[src/hw/dbap_pkg.sv]
// How it works
// - Host writes an address register that targets the next system bus transfer.
// - Any host read or write of the data window starts one bus transfer.
// - Low two bus address bits come straight from the address register.
// - Bus transfer size comes from the size field of the control word.
// - No realignment; unaligned addresses go to the bus unchanged.
package dbap_pkg;
   // ----------------------------------------
   // Host register selects
   // ----------------------------------------
   localparam logic [1:0] SEL_ADDRESS = 2'h0;
   localparam logic [1:0] SEL_CONTROL = 2'h1;
   localparam logic [1:0] SEL_WINDOW  = 2'h2;

   // ----------------------------------------
   // Bus encodings and reset values
   // ----------------------------------------
   localparam logic [2:0] SIZE_BYTE   = 3'h0;
   localparam logic [2:0] SIZE_HALF   = 3'h1;
   localparam logic [2:0] SIZE_WORD   = 3'h2;
   localparam logic [1:0] TRANS_IDLE  = 2'h0;
   localparam logic [1:0] TRANS_NSEQ  = 2'h2;
   localparam logic [31:0] ADDR_RESET = 32'h0000_0000;
   localparam logic [31:0] DATA_RESET = 32'h0000_0000;
   localparam logic [2:0] SIZE_RESET  = 3'h2;
   localparam int SIZE_LSB            = 0;
   localparam int SIZE_MSB            = 2;

   typedef enum logic [1:0] {ST_IDLE, ST_ADDR, ST_DATA} dbap_state_type;
endpackage

[src/hw/dbap_port.sv]
`timescale 1ns/10ps
module dbap_port
   import dbap_pkg::*;
(
   input  wire logic        clk_sys,     // System bus clock
   input  wire logic        rst,         // Async reset, active high
   input  wire logic        hostReq,     // Host access strobe
   input  wire logic        hostWrite,   // Host access is a write
   input  wire logic [1:0]  hostSel,     // Host register select
   input  wire logic [31:0] hostWdata,   // Host write data
   output logic             hostBusy,    // Port busy, requests ignored
   output logic             hostDone,    // Access complete pulse
   output logic [31:0]      hostRdata,   // Host read data
   output logic [31:0]      haddr,       // Bus address
   output logic [1:0]       htrans,      // Bus transfer type
   output logic             hwrite,      // Bus write
   output logic [2:0]       hsize,       // Bus size
   output logic [31:0]      hwdata,      // Bus write data
   input  wire logic        hready,      // Bus ready
   input  wire logic [31:0] hrdata,      // Bus read data
   input  wire logic        hresp        // Bus error response
);
   // ----------------------------------------
   // Registers and decode
   // ----------------------------------------
   logic [31:0]    accessAddress;
   logic [2:0]     accessSize;
   logic           accessError;
   logic           pendWrite;
   dbap_state_type state;

   wire takeReq     = hostReq && !hostBusy;
   wire selAddr     = takeReq && (hostSel == SEL_ADDRESS);
   wire selCtrl     = takeReq && (hostSel == SEL_CONTROL);
   wire selWindow   = takeReq && (hostSel == SEL_WINDOW);
   wire [31:0] ctrlWord = {28'h000_0000, accessError, accessSize};

   // Readback of the host-visible registers
   wire [31:0] regReadData = (hostSel == SEL_ADDRESS) ? accessAddress :
                             (hostSel == SEL_CONTROL) ? ctrlWord : DATA_RESET;

   // Address register, host written
   always_ff @(posedge clk_sys or posedge rst) begin
      if (rst) accessAddress <= ADDR_RESET;
      else if (selAddr && hostWrite) accessAddress <= hostWdata;
   end

   // Control word size field, error sticky until host control write
   always_ff @(posedge clk_sys or posedge rst) begin
      if (rst) begin
         accessSize  <= SIZE_RESET;
         accessError <= 1'b0;
      end else begin
         if (selCtrl && hostWrite) accessSize <= hostWdata[SIZE_MSB:SIZE_LSB];
         if (state == ST_DATA && hready && hresp) accessError <= 1'b1;
         else if (selCtrl && hostWrite) accessError <= 1'b0;
      end
   end

   // ----------------------------------------
   // Transfer sequencer
   // ----------------------------------------
   always_ff @(posedge clk_sys or posedge rst) begin
      if (rst) begin
         state     <= ST_IDLE;
         pendWrite <= 1'b0;
         haddr     <= ADDR_RESET;
         htrans    <= TRANS_IDLE;
         hwrite    <= 1'b0;
         hsize     <= SIZE_RESET;
         hwdata    <= DATA_RESET;
         hostBusy  <= 1'b0;
         hostDone  <= 1'b0;
         hostRdata <= DATA_RESET;
      end else begin
         hostDone <= 1'b0;
         case (state)
            ST_IDLE: begin
               if (selWindow) begin
                  // Address passed unaltered, any size
                  haddr     <= accessAddress;
                  hsize     <= accessSize;
                  hwrite    <= hostWrite;
                  htrans    <= TRANS_NSEQ;
                  pendWrite <= hostWrite;
                  if (hostWrite) hwdata <= hostWdata;
                  hostBusy  <= 1'b1;
                  state     <= ST_ADDR;
               end else if (takeReq) begin
                  hostRdata <= regReadData;
                  hostDone  <= 1'b1;
               end
            end
            ST_ADDR: begin
               if (hready) begin
                  htrans <= TRANS_IDLE;
                  state  <= ST_DATA;
               end
            end
            ST_DATA: begin
               if (hready) begin
                  if (!pendWrite) hostRdata <= hrdata;
                  hostDone <= 1'b1;
                  hostBusy <= 1'b0;
                  state    <= ST_IDLE;
               end
            end
            default: state <= ST_IDLE;
         endcase
      end
   end

   // ----------------------------------------
   // Checks
   // ----------------------------------------
   // Window access opens a nonsequential transfer
   a_window_starts: assert property (
      @(posedge clk_sys) disable iff (rst)
      (selWindow && state == ST_IDLE) |=> (htrans == TRANS_NSEQ))
      else
         $error("window access did not start a transfer");

   // Low bus address bits follow the address register
   a_low_bits: assert property (
      @(posedge clk_sys) disable iff (rst)
      (selWindow && state == ST_IDLE) |=> (haddr[1:0] == $past(accessAddress[1:0])))
      else
         $error("low address bits not from address register");

   // Bus size follows the control word size field
   a_size_field: assert property (
      @(posedge clk_sys) disable iff (rst)
      (htrans == TRANS_NSEQ) |-> (hsize == accessSize))
      else
         $error("bus size differs from control word");

   // Whole address goes out untouched, aligned or not
   a_no_realign: assert property (
      @(posedge clk_sys) disable iff (rst)
      (selWindow && state == ST_IDLE) |=> (haddr == $past(accessAddress)))
      else
         $error("address was realigned");

   // Host write lands in the address register
   a_addr_write: assert property (
      @(posedge clk_sys) disable iff (rst)
      (selAddr && hostWrite) |=> (accessAddress == $past(hostWdata)))
      else
         $error("address register not loaded");

   // Byte transfers start whatever the low address bits
   a_byte_any: assert property (
      @(posedge clk_sys) disable iff (rst)
      (selWindow && state == ST_IDLE && accessSize == SIZE_BYTE)
      |=> (htrans == TRANS_NSEQ && hsize == SIZE_BYTE))
      else
         $error("byte transfer refused");

   // Data phase end releases the host
   a_done_end: assert property (
      @(posedge clk_sys) disable iff (rst)
      (state == ST_DATA && hready) |=> (hostDone && !hostBusy))
      else
         $error("transfer did not complete");

   // Busy covers the whole address phase
   a_busy_hold: assert property (
      @(posedge clk_sys) disable iff (rst)
      (htrans == TRANS_NSEQ) |-> hostBusy)
      else
         $error("busy low during transfer");

   // Address phase held steady through wait states
   a_addr_hold: assert property (
      @(posedge clk_sys) disable iff (rst)
      (state == ST_ADDR && !hready)
      |=> (htrans == TRANS_NSEQ && $stable(haddr) && $stable(hsize) && $stable(hwrite)))
      else
         $error("address phase changed during wait state");

   // Window write data reaches the bus
   a_write_data: assert property (
      @(posedge clk_sys) disable iff (rst)
      (selWindow && hostWrite) |=> (hwdata == $past(hostWdata)))
      else
         $error("bus write data not from host");

   // Register access answers in the next cycle
   a_reg_answer: assert property (
      @(posedge clk_sys) disable iff (rst)
      (takeReq && !selWindow) |=> hostDone)
      else
         $error("register access not answered");

   // Data phase drives no new transfer and keeps busy
   a_data_idle: assert property (
      @(posedge clk_sys) disable iff (rst)
      (state == ST_DATA) |-> (htrans == TRANS_IDLE && hostBusy))
      else
         $error("data phase drove a new transfer");

   // Idle port issues nothing and accepts requests
   a_idle_quiet: assert property (
      @(posedge clk_sys) disable iff (rst)
      (state == ST_IDLE) |-> (htrans == TRANS_IDLE && !hostBusy))
      else
         $error("idle port busy or transferring");

   // Error response sets the sticky error bit
   a_error_sticky: assert property (
      @(posedge clk_sys) disable iff (rst)
      (state == ST_DATA && hready && hresp) |=> accessError)
      else
         $error("error response not recorded");

   // ----------------------------------------
   // Coverage of main scenarios
   // ----------------------------------------
   // Window write to completion
   c_write_xfer: cover property (@(posedge clk_sys) disable iff (rst)
      selWindow && hostWrite ##[1:20] hostDone);

   // Window read to completion
   c_read_xfer: cover property (@(posedge clk_sys) disable iff (rst)
      selWindow && !hostWrite ##[1:20] hostDone);

   // Unaligned word address on the bus
   c_unaligned: cover property (@(posedge clk_sys) disable iff (rst)
      htrans == TRANS_NSEQ && hsize == SIZE_WORD && haddr[1:0] != 2'h0);

   // Address phase stretched by a wait state
   c_wait_state: cover property (@(posedge clk_sys) disable iff (rst)
      state == ST_ADDR && !hready);

   // Error response in a data phase
   c_error_resp: cover property (@(posedge clk_sys) disable iff (rst)
      state == ST_DATA && hready && hresp);
endmodule // dbap_port

[config.mk]
export PLATFORM = sky130hd
export DESIGN_NAME = dbap_port
export DESIGN_NICKNAME = d
export VERILOG_FILES = /design/src/hw/dbap_pkg.sv /design/src/hw/dbap_port.sv
export SDC_FILE = /design/constraint.sdc
export NUM_CORES = 1
export LEC_CHECK = 0
export BUFFER_PORTS_ARGS = -buffer_cell sky130_fd_sc_hd__buf_2
export CAP_MARGIN = 40
export CELL_PAD_IN_SITES_DETAIL_PLACEMENT = 0
export CELL_PAD_IN_SITES_GLOBAL_PLACEMENT = 1
export CORE_MARGIN = 1.5
export CORE_UTILIZATION = 43
export DETAILED_ROUTE_END_ITERATION = 10
export HOLD_SLACK_MARGIN = 0.1
export PLACE_DENSITY_LB_ADDON = 0.1
export SKIP_LAST_GASP = 1
export SLEW_MARGIN = 0
export SYNTH_ARGS = -nofsm -noshare
export SYNTH_HDL_FRONTEND = slang
export SYNTH_SLANG_ARGS = --single-unit
[constraint.sdc]
create_clock -name clk_sys -period 11.3 [get_ports clk_sys]
set_input_delay 2.825 -clock clk_sys [delete_from_list [all_inputs] [get_ports clk_sys]]
set_output_delay 2.825 -clock clk_sys [all_outputs]
set_load 0.01 [all_outputs]
==> metrics.md, run 1 <==
| Metric | Value |
|---|---|
| Mux cell area share after synthesis | 21.2% |
| Fin. Hold Viols | 0 |
| Initial Util | 44.2% |
| Endpoints failing setup | 0 |
| Fraction of the mapped netlist area in adder cells | 0% |
| PD cells | 280 nW/µm² |
| Fmax | 0.239 GHz |
| Worst skew pair latency | 0.42 ns |
| Vias in the first global route | 4,049 |
| Routed WL | 13,300 µm |
| Number of CTS-inserted buffers | 17 |
| Sequential group share of total power | 42.8% |
| Combinational share of power | 31.0% |
| Die area | 13,700 µm² |
| Max stage delay on crit path | 0.47 ns |
| Post-Syn Area per Cell | 13.8 µm² |
| Vias | 3,915 |
| Synth cell types | 26 |
| DR DRC count | 0 |
| Post-route ant nets | 0 |
| Ys Warns | 0 |
| Clk pwr share | 26.2% |
| Internal power | 1.41 mW |
| Inserted Diodes | 0 |
| Status | finished, final reports clean |
| CP endpoint kind | register |
| Post-route setup TNS | 0 ns |
| CP startpoint kind | input port |
| Post-DR wirelength/cell | 17.3 µm |
| #FFs+latches synth | 141 |
| Setup bufs post-CTS | 0 |
| Filler cell count | 1,114 |
| Area share of xor/xnor cells in the synthesized design | 0% |
| Initial antenna violation count | 0 |
| IO Count | 176 |
| Simple-gate portion of the synthesized area | 3.08% |
| TritonCTS clock tree | yes |
| Leakage | 3.56 nW |
| Rows | 41 |
| Worst-path cell chain | buf_2, nand2b_1, a22oi_2, buf_4, or2_1, buf_16, o21ai_0 |
| Hold_buf cts | 0 |
| Die W | 117 µm |
| Final Critical Period | 4.18 ns |
| Share of cells above drive strength 1 | 54.1% |
| Vias/cell | 5.12 |
| Psw | 641 µW |
| Gr usage total | 20.6% |
| Maximum clock insertion buffer count | 2 |
| Compound-Gate Fraction of Synth Area | 10.1% |
| Dpl cells | 734 |
| Largest net degree at the start of global routing | 80 |
| Most frequent cells in the layout | 174 x buf_2, 139 x dfrtp_1, 100 x mux2_2, 36 x o21ai_0, 30 x o21ai_1 |
| Worst-path fanout max | 33 |
| Delay-heaviest family, CP | buffers and inverters |
| Root Driver | clkbuf_16 |
| Finished Core Util | 57.7% |
| Fin crit share | 37.0% |
| # clock sinks | 141 |
| Seq. cell area | 3530 µm² |
| VDD IR max | 0.131 mV |
| Syn-to-layout area delta | 30.4% |
| Worst EP arrival | 4.47 ns |
| Area occupied by multi-input gates | 1960 µm² |
| Max Cap Viol | 0 |
| Max-slew headroom | 46.4% |
| Clk slew on worst S/H paths | 0.06 ns |
| Layout Nets | 653 |
| HPWL Detailed | 9370 µm |
| Port Buffers | 174 |
| Routability cong. | 0.707 |
| WP data required | 11.59 ns |
| Critical path's slowest cell | or2_1 |
| Pre-CTS setup slack | 6.67 ns |
| Final Worst Setup Slack | 7.12 ns |
| Number of detailed-route iterations in the first pass | 4 |
| Pwr Total | 2.05 mW |
| Cells after Synth | 406 |
| Most common cell after layout, fill and taps aside | buf_2 |
| Final instance count without filler cells | 765 |
| Switching portion of total power | 31.3% |
| Crit Path Class | input port to register |
| Die Height | 117 µm |
| Least-Margin Pin Slew | 0.804 ns |
| Synthesized net count | 478 |
| Largest family of logic cells by synthesized area | multiplexers |
| Fin Clk Skew | 0.00708 ns |
| GR Overflow Total | 0 |
| Seq/Total Area, Yosys | 63.0% |
| Post-CTS Resized | 0 |
| Worst Hold Class | register to register |
| CTS H-tree lvls | 4 |
| WP buf/inv | 3 |
| Max-slew violations | 0 |
| First-pass GRT wire length | 20,800 µm |
| Post-synthesis cell area | 5600 µm² |
| Core box area | 12,700 µm² |
| Unrepaired setup endpoints after global routing | false |
| DR iter-0 viols | 166 |
worst reg2reg max path, stage by stage (launching register included):
cell	delay, ns
dfrtp_1	0.45
nor2b_4	0.54
buf_16	0.24
nor2b_2	0.54
buf_8	0.24
or2_1	0.44
buf_16	0.22
o21ai_0	0.10
registers in the layout, indices dropped and copies added (netlist names), 2 cells and up:
name,flops
hsize,3
state,2
accessSize,3
hostRdata,32
hwdata,32
accessAddress,32
haddr,32
per-stage QoR:
| stage | hold WS, ns | area, µm² |
|---|---|---|
| 2_1_floorplan | 0.499 | 5600 |
| 3_5_place_dp | 0.473 | 6740 |
| 5_1_grt | 0.509 | 7310 |
| 6_report | 0.488 | 7310 |
| 3_3_place_gp | 0.463 | 6630 |
| 4_1_cts | 0.491 | 7310 |
routing by layer:
layer	up-vias	part of all wire (%)	wire, µm	track usage [%]
met1	1946	42	5510	25.7
met2	123	49	6520	33.3
met3	18	7.6	1010	6.85
li1	1828	-	-	-
met4	0	1.7	221	8.19
met5	-	0	0	0
kinds of logic after synthesis:
group / Yosys count
buffers and inverters: 31
multiplexers: 106
AO/OA/AOI/OAI: 99
flip-flops: 141
other: 1
AND/OR/NAND/NOR: 28
final cells by class:
type,count,area share [%]
Timing Repair Buffer,184,13.9
Tap cell,172,2.95
Sequential cell,141,48.3
Inverter,3,0.223
Multi-Input combinational cell,234,26.8
Clock buffer,24,6.59
Clock inverter,7,1.20
cells in the mapped netlist (all sizes together):
cell type,number,area [µm²]
buf,19,95.1
nand4b,1,8.76
a22oi,29,218
nor3b,1,7.51
nor2b,2,12.5
nor3,6,35.0
mux2i,4,40.0
nand3b,2,15.0
conb,1,3.75
o21ai,66,330
clkbuf,9,33.8
nand3,1,5.00
dfrtp,139,3480
inv,3,11.3
a21oi,4,20.0
or2,1,6.26
mux2,102,1150
nand2b,4,25.0
dfstp,2,52.6
nor4b,1,23.8
nand2,9,33.8
power groups by stage:
stage / clock network, mW / logic (mW) / registers (mW)
after floorplan: 0 / 0.282 / 0.952
after global placement: 0 / 0.616 / 0.877
after detailed placement: 0 / 0.645 / 0.887
after CTS: 0.547 / 0.647 / 0.880
after global routing: 0.571 / 0.702 / 0.913
final: 0.537 / 0.635 / 0.876
worst paths after layout:
path / from / to / slack, ns / cells past startpoint
max: hostSel[0] / hostRdata[31] / 7.12 / 7
min reg2reg: hwdata[15] / hwdata[15] / 0.49 / 1
min in group asynchronous: rst / hwdata[24] / 2.52 / 2
max reg2reg: state[0] / hostRdata[31] / 8.41 / 7
min: hwdata[15] / hwdata[15] / 0.49 / 1
max in group asynchronous: rst / haddr[8] / 7.47 / 3
Power figures use the tool's default switching activity.
==> run 2: changes to the inputs <==
Settings changed: CORE_UTILIZATION 43 to 40.
Clock period 11.3 ns to 4.2 ns, I/O delays scaled along.
==> run 2 against run 1 <==
Critical path depth unchanged; first-iteration DRC count up 52%; hold slack better by 0.0017 ns; final cell count up 1.3%; sequential share of layout area down 0.39 points; critical endpoint is now hostRdata[16]; highest routed layer unchanged.
==> metrics.md, run 2 (synthesis results as in run 1) <==
| Metric | Value |
|---|---|
| Status | finished, final reports clean |
| WP buf/inv | 3 (unchanged) |
| Max-slew headroom | 46.2% (-0.23 points) |
| Number of CTS-inserted buffers | 17 (unchanged) |
| PD cells | 774 nW/µm² (+180%) |
| Worst-path fanout max | 33 (unchanged) |
| IO Count | 176 (unchanged) |
| Routability cong. | 0.766 (+8.3%) |
| Rows | 43 (+4.9%) |
| Initial antenna violation count | 0 (unchanged) |
| Reg2Reg Launch Point | state[0] |
| Hold_buf cts | 0 (unchanged) |
| CTS H-tree lvls | 4 (unchanged) |
| CP startpoint kind | input port |
| Worst hold start | hwdata[21] |
| WP data required | 4.49 ns (-7.10 ns) |
| Unrepaired setup endpoints after global routing | false |
| Post-CTS Resized | 0 (unchanged) |
| Die Height | 121 µm (+3.6%) |
| Delay-heaviest family, CP | buffers and inverters |
| Endpoints failing setup | 0 (unchanged) |
| CP Depth | 7 (unchanged) |
| First-pass GRT wire length | 22,000 µm (+5.8%) |
| Most common cell after layout, fill and taps aside | buf_2 |
| Max-slew violations | 0 (unchanged) |
| Crit Path Class | input port to register |
| Hold worst-path end | hwdata[21] |
| Worst EP arrival | 2.88 ns (-1.59 ns) |
| Fin crit share | 61.6% |
| Pwr Total | 5.70 mW (+180%) |
| Most frequent cells in the layout | 174 x buf_2, 139 x dfrtp_1, 100 x mux2_2, 36 x o21ai_0, 30 x o21ai_1 |
| Syn-to-layout area delta | 31.5% |
| Leakage | 3.56 nW (about the same) |
| Post-route setup TNS | 0 ns (unchanged) |
| Inserted Diodes | 0 (unchanged) |
| Routed WL | 13,900 µm (+4.9%) |
| Layout Nets | 654 (+0.15%) |
| Maximum clock insertion buffer count | 2 (unchanged) |
| Vias | 4,040 (+3.2%) |
| Post-DR wirelength/cell | 18.0 µm (+3.6%) |
| # clock sinks | 141 (unchanged) |
| Vias in the first global route | 4,227 (+4.4%) |
| Fin Clk Skew | 0.00436 ns (-0.00272 ns) |
| Worst hold path cell count | 1 (unchanged) |
| VDD IR max | 0.370 mV (+180%) |
| Max Cap Viol | 0 (unchanged) |
| Critical path's slowest cell | or2_1 |
| Root Driver | clkbuf_16 |
| DR DRC count | 0 (unchanged) |
| Initial Util | 40.7% (-3.5 points) |
| Die W | 121 µm (+3.6%) |
| Max stage delay on crit path | 0.51 ns (+0.04 ns) |
| Die area | 14,700 µm² (+7.3%) |
| Fin. Hold Viols | 0 (unchanged) |
| HPWL Detailed | 9340 µm (-0.31%) |
| TritonCTS clock tree | yes |
| Least-Margin Pin Slew | 0.807 ns (+0.00338 ns) |
| Port Buffers | 174 (unchanged) |
| Largest net degree at the start of global routing | 142 (+78%) |
| Final Critical Period | 2.59 ns |
| R2R cell count | 6 (-1) |
| Setup bufs post-CTS | 0 (unchanged) |
| Gr usage total | 19.9% (-0.66 points) |
| R2r endpoint | hostRdata[16] |
| CP endpoint kind | register |
| Top cell by count, worst path | buf_4 |
| DR iter-0 viols | 253 (+52%) |
| Vias/cell | 5.21 (+1.9%) |
| Core box area | 13,800 µm² (+8.7%) |
| Worst Hold Class | register to register |
| Post-route ant nets | 0 (unchanged) |
| GR Overflow Total | 0 (unchanged) |
| Number of detailed-route iterations in the first pass | 4 (unchanged) |
| Worst-path cell chain | buf_2, nand2b_1, a22oi_2, buf_4, or2_1, buf_4, o21ai_1 |
| R2r setup slk | 1.91 ns (-6.50 ns) |
| Worst skew pair latency | 0.41 ns (about the same) |
| Fmax | 0.386 GHz |
| Share of cells above drive strength 1 | 55.0% (+0.83 points) |
| Clk slew on worst S/H paths | 0.06 ns (about the same) |
## run 2: stage by stage
| stage | worst slack [ns] | std cells | instance area [µm²] | hold slack, ns | utilization, % |
|---|---|---|---|---|---|
| 6_report | 1.61 | 775 | 7370 | 0.490 | 53.5 |
| 3_5_place_dp | 1.16 | 743 | 6710 | 0.466 | 48.7 |
| 2_1_floorplan | 1.39 | 406 | 5610 | 0.499 | - |
| 5_1_grt | 1.45 | 775 | 7370 | 0.510 | 53.5 |
| 4_1_cts | 1.60 | 775 | 7370 | 0.493 | 53.5 |
| 3_3_place_gp | 1.24 | 742 | 6690 | 0.460 | 48.6 |
## run 2: cell type report
class | count | area [µm²]
inverters | 3 | 15.0
fillers | 1241 | 6410
well taps | 180 | 225
flip-flops and latches | 141 | 3530
clock buffers | 18 | 439
multi-input cells | 234 | 1960
clock inverters | 14 | 216
repair buffers | 185 | 978
## run 2: per-layer routing
layer | GRT usage [%] | part of all wire, % | vias to the layer above | routed length (µm)
met1 | 25.6 | 44 | 2051 | 6070
met3 | 5.83 | 7.2 | 23 | 1010
met5 | 0 | 0 | - | 0
li1 | - | - | 1822 | -
met2 | 31.7 | 47 | 144 | 6550
met4 | 7.94 | 2.0 | 0 | 284
## run 2: report_power, final
group | switching (mW) | internal [mW] | total [mW]
Combinational | 0.835 | 0.842 | 1.68
Sequential | 0.368 | 2.01 | 2.38
Clock | 0.577 | 1.07 | 1.65
## run 2: worst max-delay path by stage
stage / startpoint / to / slack, ns
final: hostSel[0] / hostRdata[16] / 1.61
after CTS: hostSel[0] / hostRdata[16] / 1.60
after detailed placement: hostSel[0] / hostRdata[16] / 1.16
after floorplan: rst / accessAddress[0] / 1.39
after global placement: hostSel[0] / haddr[16] / 1.24
after global routing: hostSel[0] / hostRdata[3] / 1.45
==> run 3: changes to the inputs <==
Settings changed: CORE_UTILIZATION 40 to 36.
Clock period 4.2 ns to 2.15 ns, I/O delays scaled along.
==> run 3 against run 2 <==
Sequential share of layout area shrank 1.1 points; die area increased by 11%; global-route usage shrank 1.8 points; non-clock buffer count up 9; sequential power rose by 94%; combinational power increased by 99%.
==> metrics.md, run 3 (synthesis results as in run 1) <==
| Metric | Value |
|---|---|
| Status | finished, final reports clean |
| First-pass GRT wire length | 22,300 µm (+1.3%) |
| Routability cong. | 0.696 (-9.1%) |
| Most common cell after layout, fill and taps aside | buf_2 |
| Worst skew pair latency | 0.41 ns (about the same) |
| Port Buffers | 174 (unchanged) |
| Vias/cell | 5.04 (-3.3%) |
| Core box area | 15,200 µm² (+10%) |
| Vias | 3,993 (-1.2%) |
| CP startpoint kind | register |
| Post-route ant nets | 0 (unchanged) |
| TritonCTS clock tree | yes |
| Inserted Diodes | 0 (unchanged) |
| Crit Path Class | register to register |
| Worst-path fanout max | 32 (-3.0%) |
| Clk slew on worst S/H paths | 0.06 ns (about the same) |
| Share of cells above drive strength 1 | 55.3% (+0.34 points) |
| Hold Slack | 0.222 ns (-0.268 ns) |
| Max Cap Viol | 0 (unchanged) |
| R2r setup slk | 0.39 ns (-1.52 ns) |
| Root Driver | clkbuf_16 |
| Reg2Reg Launch Point | state[0] |
| Die W | 128 µm (+5.3%) |
| WP data required | 2.48 ns (-2.01 ns) |
| Largest net degree at the start of global routing | 34 (-76%) |
| Post-route setup TNS | 0 ns (unchanged) |
| Syn-to-layout area delta | 34.5% |
| Setup bufs post-CTS | 0 (unchanged) |
| DR DRC count | 0 (unchanged) |
| Post-DR wirelength/cell | 18.0 µm (+0.21%) |
| Fin crit share | 81.7% |
| GR Overflow Total | 0 (unchanged) |
| R2R cell count | 6 (unchanged) |
| DR iter-0 viols | 164 (-35%) |
| R2r endpoint | hostRdata[25] |
| Gr usage total | 18.1% (-1.8 points) |
| Post-CTS Resized | 0 (unchanged) |
| Die Height | 128 µm (+5.3%) |
| Final Critical Period | 1.76 ns |
| Leakage | 3.67 nW (+2.9%) |
| Final instance area | 7540 µm² (+2.3%) |
| Initial antenna violation count | 0 (unchanged) |
| HPWL Detailed | 9770 µm (+4.6%) |
| Endpoints failing setup | 0 (unchanged) |
| Max-slew violations | 0 (unchanged) |
| # clock sinks | 141 (unchanged) |
| Fin. Hold Viols | 0 (unchanged) |
| Fmax | 0.570 GHz |
| Most frequent cells in the layout | 174 x buf_2, 139 x dfrtp_1, 100 x mux2_2, 36 x o21ai_0, 30 x o21ai_1 |
| PD cells | 1490 nW/µm² (+93%) |
| Initial Util | 36.9% (-3.8 points) |
| Routed WL | 14,300 µm (+2.4%) |
| Number of CTS-inserted buffers | 17 (unchanged) |
| Layout Nets | 663 (+1.4%) |
| Number of detailed-route iterations in the first pass | 6 (+2) |
| CP endpoint kind | register |
| Rows | 45 (+4.7%) |
| Placed Area | 6880 µm² (+2.5%) |
| Worst Hold Class | input port to async pin |
| Die area | 16,300 µm² (+11%) |
| Maximum clock insertion buffer count | 2 (unchanged) |
| Max-slew headroom | 54.9% (+8.7 points) |
| Vias in the first global route | 4,106 (-2.9%) |
| Hold_buf cts | 0 (unchanged) |
| Final Worst Setup Slack | 0.394 ns (-1.22 ns) |
| Worst EP arrival | 2.09 ns (-0.79 ns) |
| IO Count | 176 (unchanged) |
| VDD IR max | 0.505 mV (+36%) |
| Pre-CTS setup slack | 0.276 ns (-0.888 ns) |
| Unrepaired setup endpoints after global routing | false |
| CTS H-tree lvls | 4 (unchanged) |
| Least-Margin Pin Slew | 0.675 ns (-0.132 ns) |
| Fin Clk Skew | 0.00473 ns (+0.000370 ns) |
run 3: critical path, stage by stage (launching register included):
cell and delay, ns:
dfrtp_1 0.46, nor4b_4 0.29, buf_4 0.17, a22oi_2 0.08
or2_1 0.22, buf_4 0.25, o21ai_1 0.19
run 3: final cells by class:
| cell class | count | area (µm²) |
|---|---|---|
| fillers | 1372 | 7660 |
| flip-flops and latches | 141 | 3530 |
| multi-input cells | 234 | 1960 |
| repair buffers | 194 | 1130 |
| clock buffers | 20 | 447 |
| well taps | 188 | 235 |
| clock inverters | 12 | 216 |
| inverters | 3 | 15.0 |
run 3: per-layer routing:
metal / GRT usage [%] / routed length (µm)
met5: 0 / 0
met4: 8.00 / 338
met3: 5.84 / 926
met2: 28.3 / 6620
met1: 23.1 / 6370
run 3: through the flow:
stage | utilization, % | cells | power, mW
CTS | 49.6 | 792 | 11.4
detailed placement | 45.2 | 760 | 8.08
global route | 49.6 | 792 | 11.9
global placement | 45.2 | 760 | 7.96
floorplan | - | 406 | 6.49
finish | 49.6 | 792 | 11.3
run 3: worst max path at each step:
| stage | cells past startpoint | start | slack [ns] | to |
|---|---|---|---|---|
| global placement | 7 | hostReq | 0.31 | hostRdata[31] |
| finish | 6 | state[0] | 0.39 | hostRdata[25] |
| detailed placement | 5 | hostSel[0] | 0.28 | haddr[3] |
| global route | 6 | state[0] | 0.30 | hostRdata[25] |
| floorplan | 1 | rst | -0.15 | accessAddress[0] |
| CTS | 6 | state[0] | 0.40 | hostRdata[25] |
run 3: report_power, final:
| part | switching (mW) | internal, mW | total, mW | leakage (nW) |
|---|---|---|---|---|
| Combinational | 1.66 | 1.68 | 3.34 | 1.57 |
| Clock | 1.09 | 2.20 | 3.29 | 0.324 |
| Sequential | 0.692 | 3.92 | 4.62 | 1.77 |
| Total | 3.44 | 7.81 | 11.3 | 3.67 |
